### src/core/ofd_pkg.sv
// Purpose: Shared constants and types of the output frequency detector
// Assumes: Frequency in 0.01 Hz steps, current in 0.1 A, delay in 0.1 s
// Notes:   Offsets are byte addresses on the plain register port
package ofd_pkg;
    // ----------------------------------------
    // Widths and timing
    // ----------------------------------------
    localparam int FW = 16;
    localparam int CW = 14;
    localparam int DW = 7;
    localparam int IW = 4;
    localparam longint CLK_HZ  = 125_000_000;
    localparam longint UNIT_MS = 100;
    localparam longint OFF_MS  = 100;
    localparam int unsigned TICK_CYC = 32'(UNIT_MS * CLK_HZ / 1000);
    localparam logic [DW-1:0] OFF_UNITS = DW'(OFF_MS / UNIT_MS);

    // ----------------------------------------
    // Register map
    // ----------------------------------------
    localparam logic [7:0] A_SEL  = 8'h00;
    localparam logic [7:0] A_THR  = 8'h0C;
    localparam logic [7:0] A_CUR  = 8'h24;
    localparam logic [7:0] A_DLY  = 8'h28;
    localparam logic [7:0] A_STAT = 8'h2C;
    localparam logic [7:0] A_IRQ  = 8'h30;
    localparam logic [7:0] A_MASK = 8'h34;
    localparam logic [3:0] I_SEL  = 4'(A_SEL >> 2);
    localparam logic [3:0] I_THR  = 4'(A_THR >> 2);
    localparam logic [3:0] I_CUR  = 4'(A_CUR >> 2);
    localparam logic [3:0] I_DLY  = 4'(A_DLY >> 2);
    localparam logic [3:0] I_STAT = 4'(A_STAT >> 2);
    localparam logic [3:0] I_IRQ  = 4'(A_IRQ >> 2);
    localparam logic [3:0] I_MASK = 4'(A_MASK >> 2);
    localparam logic [3:0] I_NONE = 4'hF;

    localparam logic [7:0]    SEL_RST = 8'h00;
    localparam logic [FW-1:0] THR_RST = 16'h0000;
    localparam logic [CW-1:0] CUR_MIN = 14'h0001;
    localparam logic [CW-1:0] CUR_MAX = 14'h270F;
    localparam logic [DW-1:0] DLY_MIN = 7'h01;
    localparam logic [DW-1:0] DLY_MAX = 7'h64;
    localparam logic [IW-1:0] MASK_RST = 4'h0;

    // ----------------------------------------
    // Output function codes
    // ----------------------------------------
    localparam logic [7:0] FN_RUN   = 8'h01;
    localparam logic [7:0] FN_D1R   = 8'h04;
    localparam logic [7:0] FN_D1F   = 8'h05;
    localparam logic [7:0] FN_CUR   = 8'h0D;
    localparam logic [7:0] FN_CRANE = 8'h27;
    localparam logic [7:0] FN_D2R   = 8'h32;
    localparam logic [7:0] FN_D2F   = 8'h33;
    localparam logic [7:0] FN_D3R   = 8'h34;
    localparam logic [7:0] FN_D3F   = 8'h35;

    typedef struct packed {
        logic [FW-1:0] level;
        logic [FW-1:0] width;
    } ofd_thr_t;
    typedef struct packed {
        logic [FW-1:0] freq;
        logic [CW-1:0] cur;
        logic          run;
        logic          upd;
    } ofd_meas_t;
    typedef struct packed {
        logic [2:0] rise;
        logic [2:0] fall;
        logic       crane;
        logic       run;
        logic       cur;
    } ofd_flags_t;
endpackage : ofd_pkg

### src/core/ofd_hyst.sv
// Purpose: One level/width pair, rising and falling type flags
// Assumes: upd marks a fresh frequency sample on the same clock
// Notes:   Falling type is a window flag, rising type has hysteresis
`timescale 1ns/1ns
module ofd_hyst (
    input  logic                   sys_clk,
    input  logic                   reset,
    input  logic                   upd,
    input  logic [ofd_pkg::FW-1:0] freq,
    input  ofd_pkg::ofd_thr_t      thr,
    output logic                   rise,
    output logic                   fall
);
    logic [ofd_pkg::FW:0] top_w;
    logic [ofd_pkg::FW:0] lvl_w;
    logic [ofd_pkg::FW:0] f_w;
    logic rise_reg;
    logic rise_next;
    logic fall_reg;
    logic fall_next;

    // Widened so level plus width cannot wrap
    assign top_w = {1'b0, thr.level} + {1'b0, thr.width};
    assign lvl_w = {1'b0, thr.level};
    assign f_w   = {1'b0, freq};

    always_comb begin
        rise_next = rise_reg;
        fall_next = fall_reg;
        if (upd) begin
            if (f_w > top_w) begin
                rise_next = 1'b1;
            end else if (f_w < lvl_w) begin
                rise_next = 1'b0;
            end
            fall_next = (f_w >= lvl_w) && (f_w < top_w);
        end
    end

    always_ff @(posedge sys_clk) begin
        if (reset) begin
            rise_reg <= 1'b0;
            fall_reg <= 1'b0;
        end else begin
            rise_reg <= rise_next;
            fall_reg <= fall_next;
        end
    end

    assign rise = rise_reg;
    assign fall = fall_reg;
endmodule : ofd_hyst

### src/core/ofd_agree.sv
// Purpose: Current agreement output with on delay and fixed off delay
// Assumes: above is a same-clock level, dly is in delay units
// Notes:   A dip of the condition restarts the pending wait
`timescale 1ns/1ns
module ofd_agree #(
    parameter int unsigned TICK_CYC = ofd_pkg::TICK_CYC
) (
    input  logic                   sys_clk,
    input  logic                   reset,
    input  logic                   above,
    input  logic [ofd_pkg::DW-1:0] dly,
    output logic                   active
);
    localparam int SW = (TICK_CYC > 1) ? $clog2(TICK_CYC) : 1;
    if (TICK_CYC < 1) begin : g_bad_tick
        $error("TICK_CYC must be at least one");
    end

    typedef enum logic [3:0] {
        S_OFF  = 4'b0001,
        S_ONW  = 4'b0010,
        S_ACT  = 4'b0100,
        S_OFFW = 4'b1000
    } ofd_agree_st_t;

    ofd_agree_st_t          st_reg;
    ofd_agree_st_t          st_next;
    logic [SW-1:0]          sub_reg;
    logic [SW-1:0]          sub_next;
    logic [ofd_pkg::DW-1:0] unit_reg;
    logic [ofd_pkg::DW-1:0] unit_next;
    logic                   active_reg;
    logic                   wrap;

    assign wrap = (sub_reg == SW'(TICK_CYC - 1));

    always_comb begin
        st_next   = st_reg;
        sub_next  = sub_reg + 1'b1;
        unit_next = unit_reg;
        if (wrap) begin
            sub_next  = '0;
            unit_next = unit_reg + 1'b1;
        end
        case (st_reg)
            S_OFF: begin
                sub_next  = '0;
                unit_next = '0;
                if (above) begin
                    st_next = S_ONW;
                end
            end
            S_ONW: begin
                if (!above) begin
                    st_next = S_OFF;
                end else if (wrap && (unit_next >= dly)) begin
                    st_next = S_ACT;
                end
            end
            S_ACT: begin
                sub_next  = '0;
                unit_next = '0;
                if (!above) begin
                    st_next = S_OFFW;
                end
            end
            S_OFFW: begin
                if (above) begin
                    st_next = S_ACT;
                end else if (wrap && (unit_next >= ofd_pkg::OFF_UNITS)) begin
                    st_next = S_OFF;
                end
            end
            default: begin
                st_next = S_OFF;
            end
        endcase
    end

    always_ff @(posedge sys_clk) begin
        if (reset) begin
            st_reg     <= S_OFF;
            sub_reg    <= '0;
            unit_reg   <= '0;
            active_reg <= 1'b0;
        end else begin
            st_reg     <= st_next;
            sub_reg    <= sub_next;
            unit_reg   <= unit_next;
            active_reg <= (st_next == S_ACT) || (st_next == S_OFFW);
        end
    end

    assign active = active_reg;
endmodule : ofd_agree

### src/core/ofd_freq_detect.sv
// Purpose: Output frequency and current agreement detector of a drive
// Assumes: meas comes from the control logic on sys_clk, upd once per update
// Notes:   Three outputs each pick one flag by function code
//
// How it works
// - Code 5: pair one falling-type window flag
// - Code 50: pair two rising flag
// - Code 51: pair two falling-type window flag
// - Code 52: pair three rising flag
// - Code 53: pair three falling-type window flag
// - Crane flag sets accelerating above top
// - Crane flag clears decelerating below level
// - Code 39 routes crane flag to output
// - Running function follows drive output activity
// - Agree level and delay held in range
// - Agree output after delay when current exceeds
// - Agree output releases after fixed 100 ms
// - Code 4: pair one rising flag
//
// Strobed register access and the placing of the registers were chosen for this implementation.
`timescale 1ns/1ns
module ofd_freq_detect #(
    parameter int unsigned TICK_CYC = ofd_pkg::TICK_CYC
) (
    input  logic              sys_clk,
    input  logic              reset,
    input  logic [7:0]        reg_addr,
    input  logic [31:0]       reg_wdata,
    input  logic              reg_wr,
    input  logic              reg_rd,
    output logic [31:0]       reg_rdata,
    input  ofd_pkg::ofd_meas_t meas,
    output logic [2:0]        dout,
    output logic              irq
);
    // One tick must last at least a clock, else no delay unit can elapse
    if (TICK_CYC < 1) begin : g_bad_tick
        $error("TICK_CYC must be at least one");
    end

    // ----------------------------------------
    // Helpers
    // ----------------------------------------
    function automatic logic [3:0] idx_of(input logic [7:0] a);
        if ((a[1:0] != 2'b00) || (a > ofd_pkg::A_MASK)) begin
            return ofd_pkg::I_NONE;
        end
        return a[5:2];
    endfunction : idx_of

    function automatic logic pick(input logic [7:0] code, input ofd_pkg::ofd_flags_t f);
        case (code)
            ofd_pkg::FN_D1R:   return f.rise[0];
            ofd_pkg::FN_D1F:   return f.fall[0];
            ofd_pkg::FN_D2R:   return f.rise[1];
            ofd_pkg::FN_D2F:   return f.fall[1];
            ofd_pkg::FN_D3R:   return f.rise[2];
            ofd_pkg::FN_D3F:   return f.fall[2];
            ofd_pkg::FN_CRANE: return f.crane;
            ofd_pkg::FN_RUN:   return f.run;
            ofd_pkg::FN_CUR:   return f.cur;
            default:           return 1'b0;
        endcase
    endfunction : pick

    // Out of range writes snap to the nearest end rather than being dropped
    function automatic logic [ofd_pkg::CW-1:0] clamp_cur(input logic [31:0] v);
        if (v < 32'(ofd_pkg::CUR_MIN)) return ofd_pkg::CUR_MIN;
        if (v > 32'(ofd_pkg::CUR_MAX)) return ofd_pkg::CUR_MAX;
        return v[ofd_pkg::CW-1:0];
    endfunction : clamp_cur

    function automatic logic [ofd_pkg::DW-1:0] clamp_dly(input logic [31:0] v);
        if (v < 32'(ofd_pkg::DLY_MIN)) return ofd_pkg::DLY_MIN;
        if (v > 32'(ofd_pkg::DLY_MAX)) return ofd_pkg::DLY_MAX;
        return v[ofd_pkg::DW-1:0];
    endfunction : clamp_dly

    // ----------------------------------------
    // State
    // ----------------------------------------
    logic [2:0][7:0]               sel_reg;
    logic [2:0][7:0]               sel_next;
    ofd_pkg::ofd_thr_t [2:0]       thr_reg;
    ofd_pkg::ofd_thr_t [2:0]       thr_next;
    logic [ofd_pkg::CW-1:0]        cur_reg;
    logic [ofd_pkg::CW-1:0]        cur_next;
    logic [ofd_pkg::DW-1:0]        dly_reg;
    logic [ofd_pkg::DW-1:0]        dly_next;
    logic [ofd_pkg::IW-1:0]        ist_reg;
    logic [ofd_pkg::IW-1:0]        ist_next;
    logic [ofd_pkg::IW-1:0]        mask_reg;
    logic [ofd_pkg::IW-1:0]        mask_next;
    logic [31:0]                   rdata_reg;
    logic [31:0]                   rdata_next;
    logic [ofd_pkg::FW-1:0]        prev_reg;
    logic [ofd_pkg::FW-1:0]        prev_next;
    logic                          crane_reg;
    logic                          crane_next;
    logic [2:0]                    dout_reg;
    logic [2:0]                    dout_next;
    logic                          agree_q_reg;
    logic                          irq_reg;
    logic                          irq_next;
    logic [2:0]                    rise_w;
    logic [2:0]                    fall_w;
    logic                          agree_w;
    logic [ofd_pkg::FW:0]          top1_w;
    logic [ofd_pkg::IW-1:0]        ev_w;
    logic [ofd_pkg::IW-1:0]        clr_w;
    logic [3:0]                    widx;
    logic [3:0]                    ridx;
    ofd_pkg::ofd_flags_t           flags;

    // ----------------------------------------
    // Threshold pairs and current agreement
    // ----------------------------------------
    for (genvar k = 0; k < 3; k++) begin : g_pair
        ofd_hyst u_hyst (
            .sys_clk (sys_clk),
            .reset   (reset),
            .upd     (meas.upd),
            .freq    (meas.freq),
            .thr     (thr_reg[k]),
            .rise    (rise_w[k]),
            .fall    (fall_w[k])
        );
    end

    ofd_agree #(
        .TICK_CYC (TICK_CYC)
    ) u_agree (
        .sys_clk (sys_clk),
        .reset   (reset),
        .above   (meas.cur > cur_reg),
        .dly     (dly_reg),
        .active  (agree_w)
    );

    assign top1_w = {1'b0, thr_reg[0].level} + {1'b0, thr_reg[0].width};

    always_comb begin
        flags       = '0;
        flags.rise  = rise_w;
        flags.fall  = fall_w;
        flags.crane = crane_reg;
        flags.run   = meas.run;
        flags.cur   = agree_w;
    end

    // ----------------------------------------
    // Crane flag and output routing
    // ----------------------------------------
    always_comb begin
        prev_next  = prev_reg;
        crane_next = crane_reg;
        if (meas.upd) begin
            prev_next = meas.freq;
            if ((meas.freq > prev_reg) && ({1'b0, meas.freq} > top1_w)) begin
                crane_next = 1'b1;
            end else if ((meas.freq < prev_reg) && (meas.freq < thr_reg[0].level)) begin
                crane_next = 1'b0;
            end
        end
        for (int k = 0; k < 3; k++) begin
            dout_next[k] = pick(sel_reg[k], flags);
        end
    end

    // ----------------------------------------
    // Register port and interrupt
    // ----------------------------------------
    assign widx = idx_of(reg_addr);
    assign ridx = widx;
    assign ev_w = {agree_w & ~agree_q_reg, dout_next & ~dout_reg};

    always_comb begin
        sel_next   = sel_reg;
        thr_next   = thr_reg;
        cur_next   = cur_reg;
        dly_next   = dly_reg;
        mask_next  = mask_reg;
        clr_w      = '0;
        rdata_next = 32'h0000_0000;
        if (reg_wr) begin
            for (int k = 0; k < 3; k++) begin
                if (widx == 4'(ofd_pkg::I_SEL + k)) sel_next[k] = reg_wdata[7:0];
                if (widx == 4'(ofd_pkg::I_THR + 2 * k)) thr_next[k].level = reg_wdata[15:0];
                if (widx == 4'(ofd_pkg::I_THR + 2 * k + 1)) thr_next[k].width = reg_wdata[15:0];
            end
            case (widx)
                ofd_pkg::I_CUR:  cur_next = clamp_cur(reg_wdata);
                ofd_pkg::I_DLY:  dly_next = clamp_dly(reg_wdata);
                ofd_pkg::I_IRQ:  clr_w = reg_wdata[ofd_pkg::IW-1:0];
                ofd_pkg::I_MASK: mask_next = reg_wdata[ofd_pkg::IW-1:0];
                default: ;
            endcase
        end
        // A new event wins over a clear in the same cycle
        ist_next = (ist_reg & ~clr_w) | ev_w;
        irq_next = |(ist_next & mask_next);
        if (reg_rd) begin
            for (int k = 0; k < 3; k++) begin
                if (ridx == 4'(ofd_pkg::I_SEL + k)) rdata_next = {24'h00_0000, sel_reg[k]};
                if (ridx == 4'(ofd_pkg::I_THR + 2 * k)) rdata_next = {16'h0000, thr_reg[k].level};
                if (ridx == 4'(ofd_pkg::I_THR + 2 * k + 1)) rdata_next = {16'h0000, thr_reg[k].width};
            end
            case (ridx)
                ofd_pkg::I_CUR:  rdata_next = {18'h0_0000, cur_reg};
                ofd_pkg::I_DLY:  rdata_next = {25'h000_0000, dly_reg};
                ofd_pkg::I_STAT: rdata_next = {21'h00_0000, fall_w, rise_w, agree_w, crane_reg, dout_reg};
                ofd_pkg::I_IRQ:  rdata_next = {28'h000_0000, ist_reg};
                ofd_pkg::I_MASK: rdata_next = {28'h000_0000, mask_reg};
                default: ;
            endcase
        end
    end

    always_ff @(posedge sys_clk) begin
        if (reset) begin
            sel_reg     <= {3{ofd_pkg::SEL_RST}};
            thr_reg     <= {6{ofd_pkg::THR_RST}};
            cur_reg     <= ofd_pkg::CUR_MIN;
            dly_reg     <= ofd_pkg::DLY_MIN;
            ist_reg     <= '0;
            mask_reg    <= ofd_pkg::MASK_RST;
            rdata_reg   <= 32'h0000_0000;
            prev_reg    <= '0;
            crane_reg   <= 1'b0;
            dout_reg    <= 3'h0;
            agree_q_reg <= 1'b0;
            irq_reg     <= 1'b0;
        end else begin
            sel_reg     <= sel_next;
            thr_reg     <= thr_next;
            cur_reg     <= cur_next;
            dly_reg     <= dly_next;
            ist_reg     <= ist_next;
            mask_reg    <= mask_next;
            rdata_reg   <= rdata_next;
            prev_reg    <= prev_next;
            crane_reg   <= crane_next;
            dout_reg    <= dout_next;
            agree_q_reg <= agree_w;
            irq_reg     <= irq_next;
        end
    end

    assign reg_rdata = rdata_reg;
    assign dout      = dout_reg;
    assign irq       = irq_reg;
endmodule : ofd_freq_detect

### config.mk
export PLATFORM = sky130hd
export DESIGN_NAME = ofd_freq_detect
export DESIGN_NICKNAME = d
export VERILOG_FILES = /design/src/core/ofd_pkg.sv /design/src/core/ofd_hyst.sv /design/src/core/ofd_agree.sv /design/src/core/ofd_freq_detect.sv
export SDC_FILE = /design/constraint.sdc
export NUM_CORES = 1
export LEC_CHECK = 0
export ABC_CLOCK_PERIOD_IN_PS = 3640
export BUFFER_PORTS_ARGS = -buffer_cell sky130_fd_sc_hd__buf_2
export CAP_MARGIN = 20
export CELL_PAD_IN_SITES_DETAIL_PLACEMENT = 0
export CELL_PAD_IN_SITES_GLOBAL_PLACEMENT = 1
export CORE_MARGIN = 8
export CORE_UTILIZATION = 42
export DETAILED_ROUTE_END_ITERATION = 10
export PLACE_DENSITY_LB_ADDON = 0.1
export SLEW_MARGIN = 20
export SYNTH_ARGS = -nofsm -noshare
export SYNTH_HDL_FRONTEND = slang
export SYNTH_SLANG_ARGS = --single-unit
### constraint.sdc
create_clock -name sys_clk -period 3.64 [get_ports sys_clk]
set_input_delay 0.728 -clock sys_clk [delete_from_list [all_inputs] [get_ports sys_clk]]
set_output_delay 0.728 -clock sys_clk [all_outputs]
set_load 0.02 [all_outputs]
# == After elaboration in Yosys (flattened, before gate mapping) ==
# Index checks and enable logic that the tools add are counted.
# op_classes
addsub,5
magnitude_cmp,22
eq_ne,47
n_mux,57
n_bitwise,9
reduce_logical,34
# ops
cell,count
32-bit 2-to-1 mux,8
32-bit case mux with 5 select lines,1
8-bit by 6-bit == test with 1-bit output (second input constant),15
16-bit less-than comparator,5
14-bit 2-to-1 mux,4
16-bit by 16-bit adder with 17-bit output,3
16-bit by 17-bit greater-than comparator with 1-bit output,3
16-bit by 17-bit less-than comparator with 1-bit output,3
8-bit by 3-bit == test with 1-bit output (second input constant),6
16-bit >= comparator,3
4-bit 2-to-1 mux,12
7-bit 2-to-1 mux,5
4-bit == test (second input constant),8
32-bit by 14-bit greater-than comparator with 1-bit output (second input constant),1
32-bit by 7-bit greater-than comparator with 1-bit output (second input constant),1
32-bit by 1-bit less-than comparator with 1-bit output (second input constant),1
2-bit AND reduction,15
1-bit case mux with 9 select lines,3
24-bit by 1-bit adder with 24-bit output (second input constant),1
24-bit == test (second input constant),1
4-bit by 3-bit == test with 1-bit output (second input constant),6
8-bit by 1-bit == test with 1-bit output (second input constant),3
8-bit by 4-bit == test with 1-bit output (second input constant),3
1-bit 2-to-1 mux,22
24 further kinds,41
# totals
regBits,245
in_bits,76
word_cells,203

# == Depth between registers and ports, before layout ==
# logic_depth
depth_word,15
mapped_depth,18
mapped_depth_nobuf,18

# == Cells and area by module ==
# From an unflattened synthesis, not the netlist that was laid out.
# unflattened
cells_unflattened,2247
area_unflattened_um2,17336.6
# by_module_without_submodules
mod,n_inst,cells_per_inst,area_each_um2,seq_area_each_um2
ofd_freq_detect,1,1409,10695.3,3743.6
ofd_hyst at g_pair[1].u_hyst ...,2,206,1570.3,40.0
ofd_agree,1,218,1895.6,720.7
ofd_hyst at g_pair[0].u_hyst,1,208,1605.3,40.0

# == Worst setup path before layout ==
# Ideal clock, no wire load.
# synth_timing
path_kind,reg2reg
from,reg thr_reg[33] (netlist name)
to,reg g_pair[1].u_hyst.fall_reg
arrival_ns,3.313
t_required_ns,3.548
slack_ns,0.234
stages_incl_launch_ff,17
path_cell_list,dfxtp_1 -> ha_1 -> a211oi_1 -> o21a_1 -> o31ai_1 -> or4_1 -> o311a_1 -> a21o_1 -> a21oi_1 -> xor2_1 -> ha_1 -> and4_1 -> nand3_1 -> o21ai_0 -> a211o_1 -> and3_1 -> o32ai_1
# synth_between
elab_chain_len,3
# synth_rtl
element,line,text
from (decl),ofd_freq_detect.sv:84,ofd_pkg::ofd_thr_t [2:0] thr_reg;
from (signal assigned),ofd_freq_detect.sv:222,thr_reg <= {6{ofd_pkg::THR_RST}};
from (signal assigned),ofd_freq_detect.sv:235,thr_reg <= thr_next;
16-bit by 16-bit adder with 17-bit output,ofd_hyst.sv:23,"assign top_w = {1'b0, thr.level} + {1'b0, thr.width};"
16-bit by 17-bit less-than comparator with 1-bit output,ofd_hyst.sv:36,fall_next = (f_w >= lvl_w) && (f_w < top_w);
1-bit logical AND,ofd_hyst.sv:36,
to (signal assigned),ofd_hyst.sv:46,fall_reg <= fall_next;
to (decl),ofd_hyst.sv:19,logic fall_reg;
# Every way passes these cells.
# A chain may end at the register's enable or synchronous reset.

# == Worst setup path in the final report ==
# layout_timing
from,reg thr_reg[64] (netlist name)
to,reg g_pair[2].u_hyst.fall_reg
# layout_between
elab_chain_len,3
# layout_rtl
element,line
16-bit by 16-bit adder with 17-bit output,ofd_hyst.sv:23
16-bit by 17-bit less-than comparator with 1-bit output,ofd_hyst.sv:36
1-bit logical AND,ofd_hyst.sv:36
to (signal assigned),ofd_hyst.sv:46
to (decl),ofd_hyst.sv:19
# Every way passes these cells.

==> impl_metrics.toml <==
[status]
outcome = "complete, no violations"

[drt]
vias = 14702
drtAntennaViolNets = 0
viasPerCell = 5.81
drc = 0
wirelength_um = 56100
wl_per_cell_um = 22.2
dr.pass1.iters = 5
initialDrtViolationCount = 1101

[place]
post-dp-hpwl_um = 42500
io_buffers = 95
dpl_cell_area_um2 = 16600
gp_congestion = 0.913

[global_route]
antenna_found_initial = 1
grt_overflow_total = 0
grt_max_degree = 89
track_usage_pct = 25.1
grt_pass1_wl_um = 85400
grt_pass1_vias = 14444

[logic_synthesis]
ys_ff_latch = 229
synth_fa_ha_area_share_pct = 15.2
synth_cell_types = 83
synth_simple_gate_area_share_pct = 22.1
synthArstFlopShare_pct = 0
synthMuxAreaShare_pct = 2.84
yosysWarnings = 0
synth_common_cells = "nand2_1, dfxtp_1, a21oi_1"
synth_compound_area_share_pct = 20.4
yosysMostFrequentCell = "nand2_1"
netlist_area_um2 = 15400
synth_area_leader_cell = "dfxtp_1"
yosys.area_share.xor_xnor_pct = 3.65
synth_top_area_share_pct = 29.9
seq_area_frac_synth_pct = 29.9
syn_area_per_cell_um2 = 7.97
syn_inst = 1926
synthTopCellsByArea = "dfxtp_1, ha_1, a21oi_1"
synth_top_family_by_area = "simple AND/OR/NAND/NOR gates"
synth_ff_type = "dfxtp_1"
synth_edf_count = 0

[run]
drv_cap = 0

[clock_tree]
cts_sinks = 229
clock_latency_ps = 570
cts-root-buf = "clkbuf_16"
cts.path.max_buffers = 3
cts_tree = "built"
htreeDepth = 1
clk_pin_slew_ps = 60
numCtsBuffers = 27
ctsHoldBuffers = 0

[setup_path]
crit_fanout = 3
cp-end-kind = "flip-flop"
slowest_delay_ps = 330
crit_chain = "ha_1 > inv_1 > fa_1 > nor2b_1 > o31a_1 > o211ai_1 > a31oi_2 > and2_1 > o21ai_0 > nand2b_1 > xnor2_1 > ha_1 > o21ai_0 > nand2b_1 > a21oi_1 > a211oi_2 > and3_1 > o32ai_1"
timing.critical_path.slowest_stage_cell = "ha_1"
reg2reg_slack_ps = 180
cp-start-kind = "flip-flop"
worstPathRequired_ps = 4060
critPathKind = "flip-flop to flip-flop"
critPathArrivalTime_ps = 3880

[final_layout]
antenna_cells = 0
final_util_pct = 48.7
drive_gt1_share_pct = 14.0
largest_reg_flops = 96
areaGrowthSynthToFinish_pct = 15.3
finalInstanceArea_um2 = 17700
final_nets = 2303

[die]
core_area_um2 = 36300
start_util_pct = 42.3
die_x_um = 207
die_h_um = 207
die-area_um2 = 42900
rows = 70
ios = 112

[timing]
rsz0062_at_grt = "yes"
worst_pin_slew_ps = 1060
fin_skew_ps = 16.5
hold_viol = 0
finalCritPeriodShare_pct = 95.1
max_slew_margin_pct = 29.0
fmax_mhz = 289
finalSetupViolCount = 0
slew_violations = 0
min_period_ps = 3460

[power]
total_power_w = 0.00600
peakVddDrop_v = 0.000336
power_density_nw_per_um2 = 339
p_leak_nw = 6.91

[min_path]
hp-class = "primary input to flip-flop"
[logic make-up (layout without fill, tap and decap cells)]
family | count (synthesis) | count (layout)
compound gates | 489 | 489
xor+xnor | 64 | 64
fa+ha+maj | 185 | 185
buf+inv | 217 | 339
flops | 229 | 229
mux | 42 | 42
other cells | 1 | 16
simple gates | 699 | 699
[worst max-delay path, delay by kind of cell (launching register included)]
family                   cells  cell delay (ps)
AO/OA/AOI/OAI                8             1360
XOR/XNOR                     1              130
adder cells (fa/ha/maj)      3              760
buffers and inverters        1               80
flip-flops                   1              320
AND/OR/NAND/NOR              5              650
[layout make-up]
class	instances	area, um^2
fillers	3620	18600
repair buffers	182	1150
clock inverters	13	146
well taps	468	586
inverters	107	402
flip-flops and latches	229	4590
clock buffers	37	783
multi-input cells	1495	10100
[worst paths after layout]
| kind | from | end | cells after the start |
|---|---|---|---|
| min | reset | sel_reg[8] | 2 |
| min reg2reg | thr_reg[40] | thr_reg[40] | 2 |
| max reg2reg | thr_reg[64] | g_pair[2].u_hyst.fall | 18 |
| max | thr_reg[64] | g_pair[2].u_hyst.fall | 18 |
[power by group]
group | total (W) | internal [W] | switching, W
Clock | 0.00283 | 0.00166 | 0.00117
Combinational | 0.000591 | 0.000200 | 0.000391
Sequential | 0.00258 | 0.00254 | 0.0000419
[placed cells by master, fill, tap and decap left out, types with 7 or more instances in the layout]
cell / instances
buf_4: 86
clkbuf_16: 27
inv_1: 105
or2_2: 8
ha_1: 181
nand4_1: 34
nand2_1: 259
a211oi_1: 18
nor3_1: 18
mux2i_1: 32
a221oi_1: 16
and3_1: 16
xor2_1: 41
o22ai_1: 8
nor3b_1: 8
nand2b_1: 21
nor2b_1: 22
buf_2: 94
mux2_2: 9
a21o_1: 33
o21a_1: 16
nand3b_1: 8
dfxtp_1: 227
xnor2_1: 23
o211ai_1: 9
o21ai_0: 56
clkbuf_8: 7
nor2_1: 125
nor4_1: 13
a21oi_1: 197
nand3_1: 101
and2_1: 14
or3_1: 13
a31oi_1: 17
conb_1: 16
a22oi_1: 34
[routing by layer]
layer / GRT usage, % / share of wire, % / up-vias
met5: 0 / 0.029 / -
met4: 7.54 / 3.0 / 2
met3: 4.53 / 6.3 / 85
met2: 39.7 / 44 / 432
met1: 34.3 / 47 / 7031
li1: - / - / 7152
[per-stage QoR]
step                setup TNS (ps)  hold WS (ps)  cells  setup WS (ps)
global route                 -27.6           376   2531          -27.6
CTS                              0           363   2528           28.0
detailed placement           -32.5           471   2478          -32.5
floorplan                        0           438   1941            234
global placement             -8.61           458   2478          -8.61
finish                           0           387   2531            178
[repair_timing]
item,4_1_cts,5_1_grt
resized for setup,2,25
buffers inserted,0,3
setup endpoints to repair,2,10
pin swaps,1,15
(Power assumes the default switching activity.)
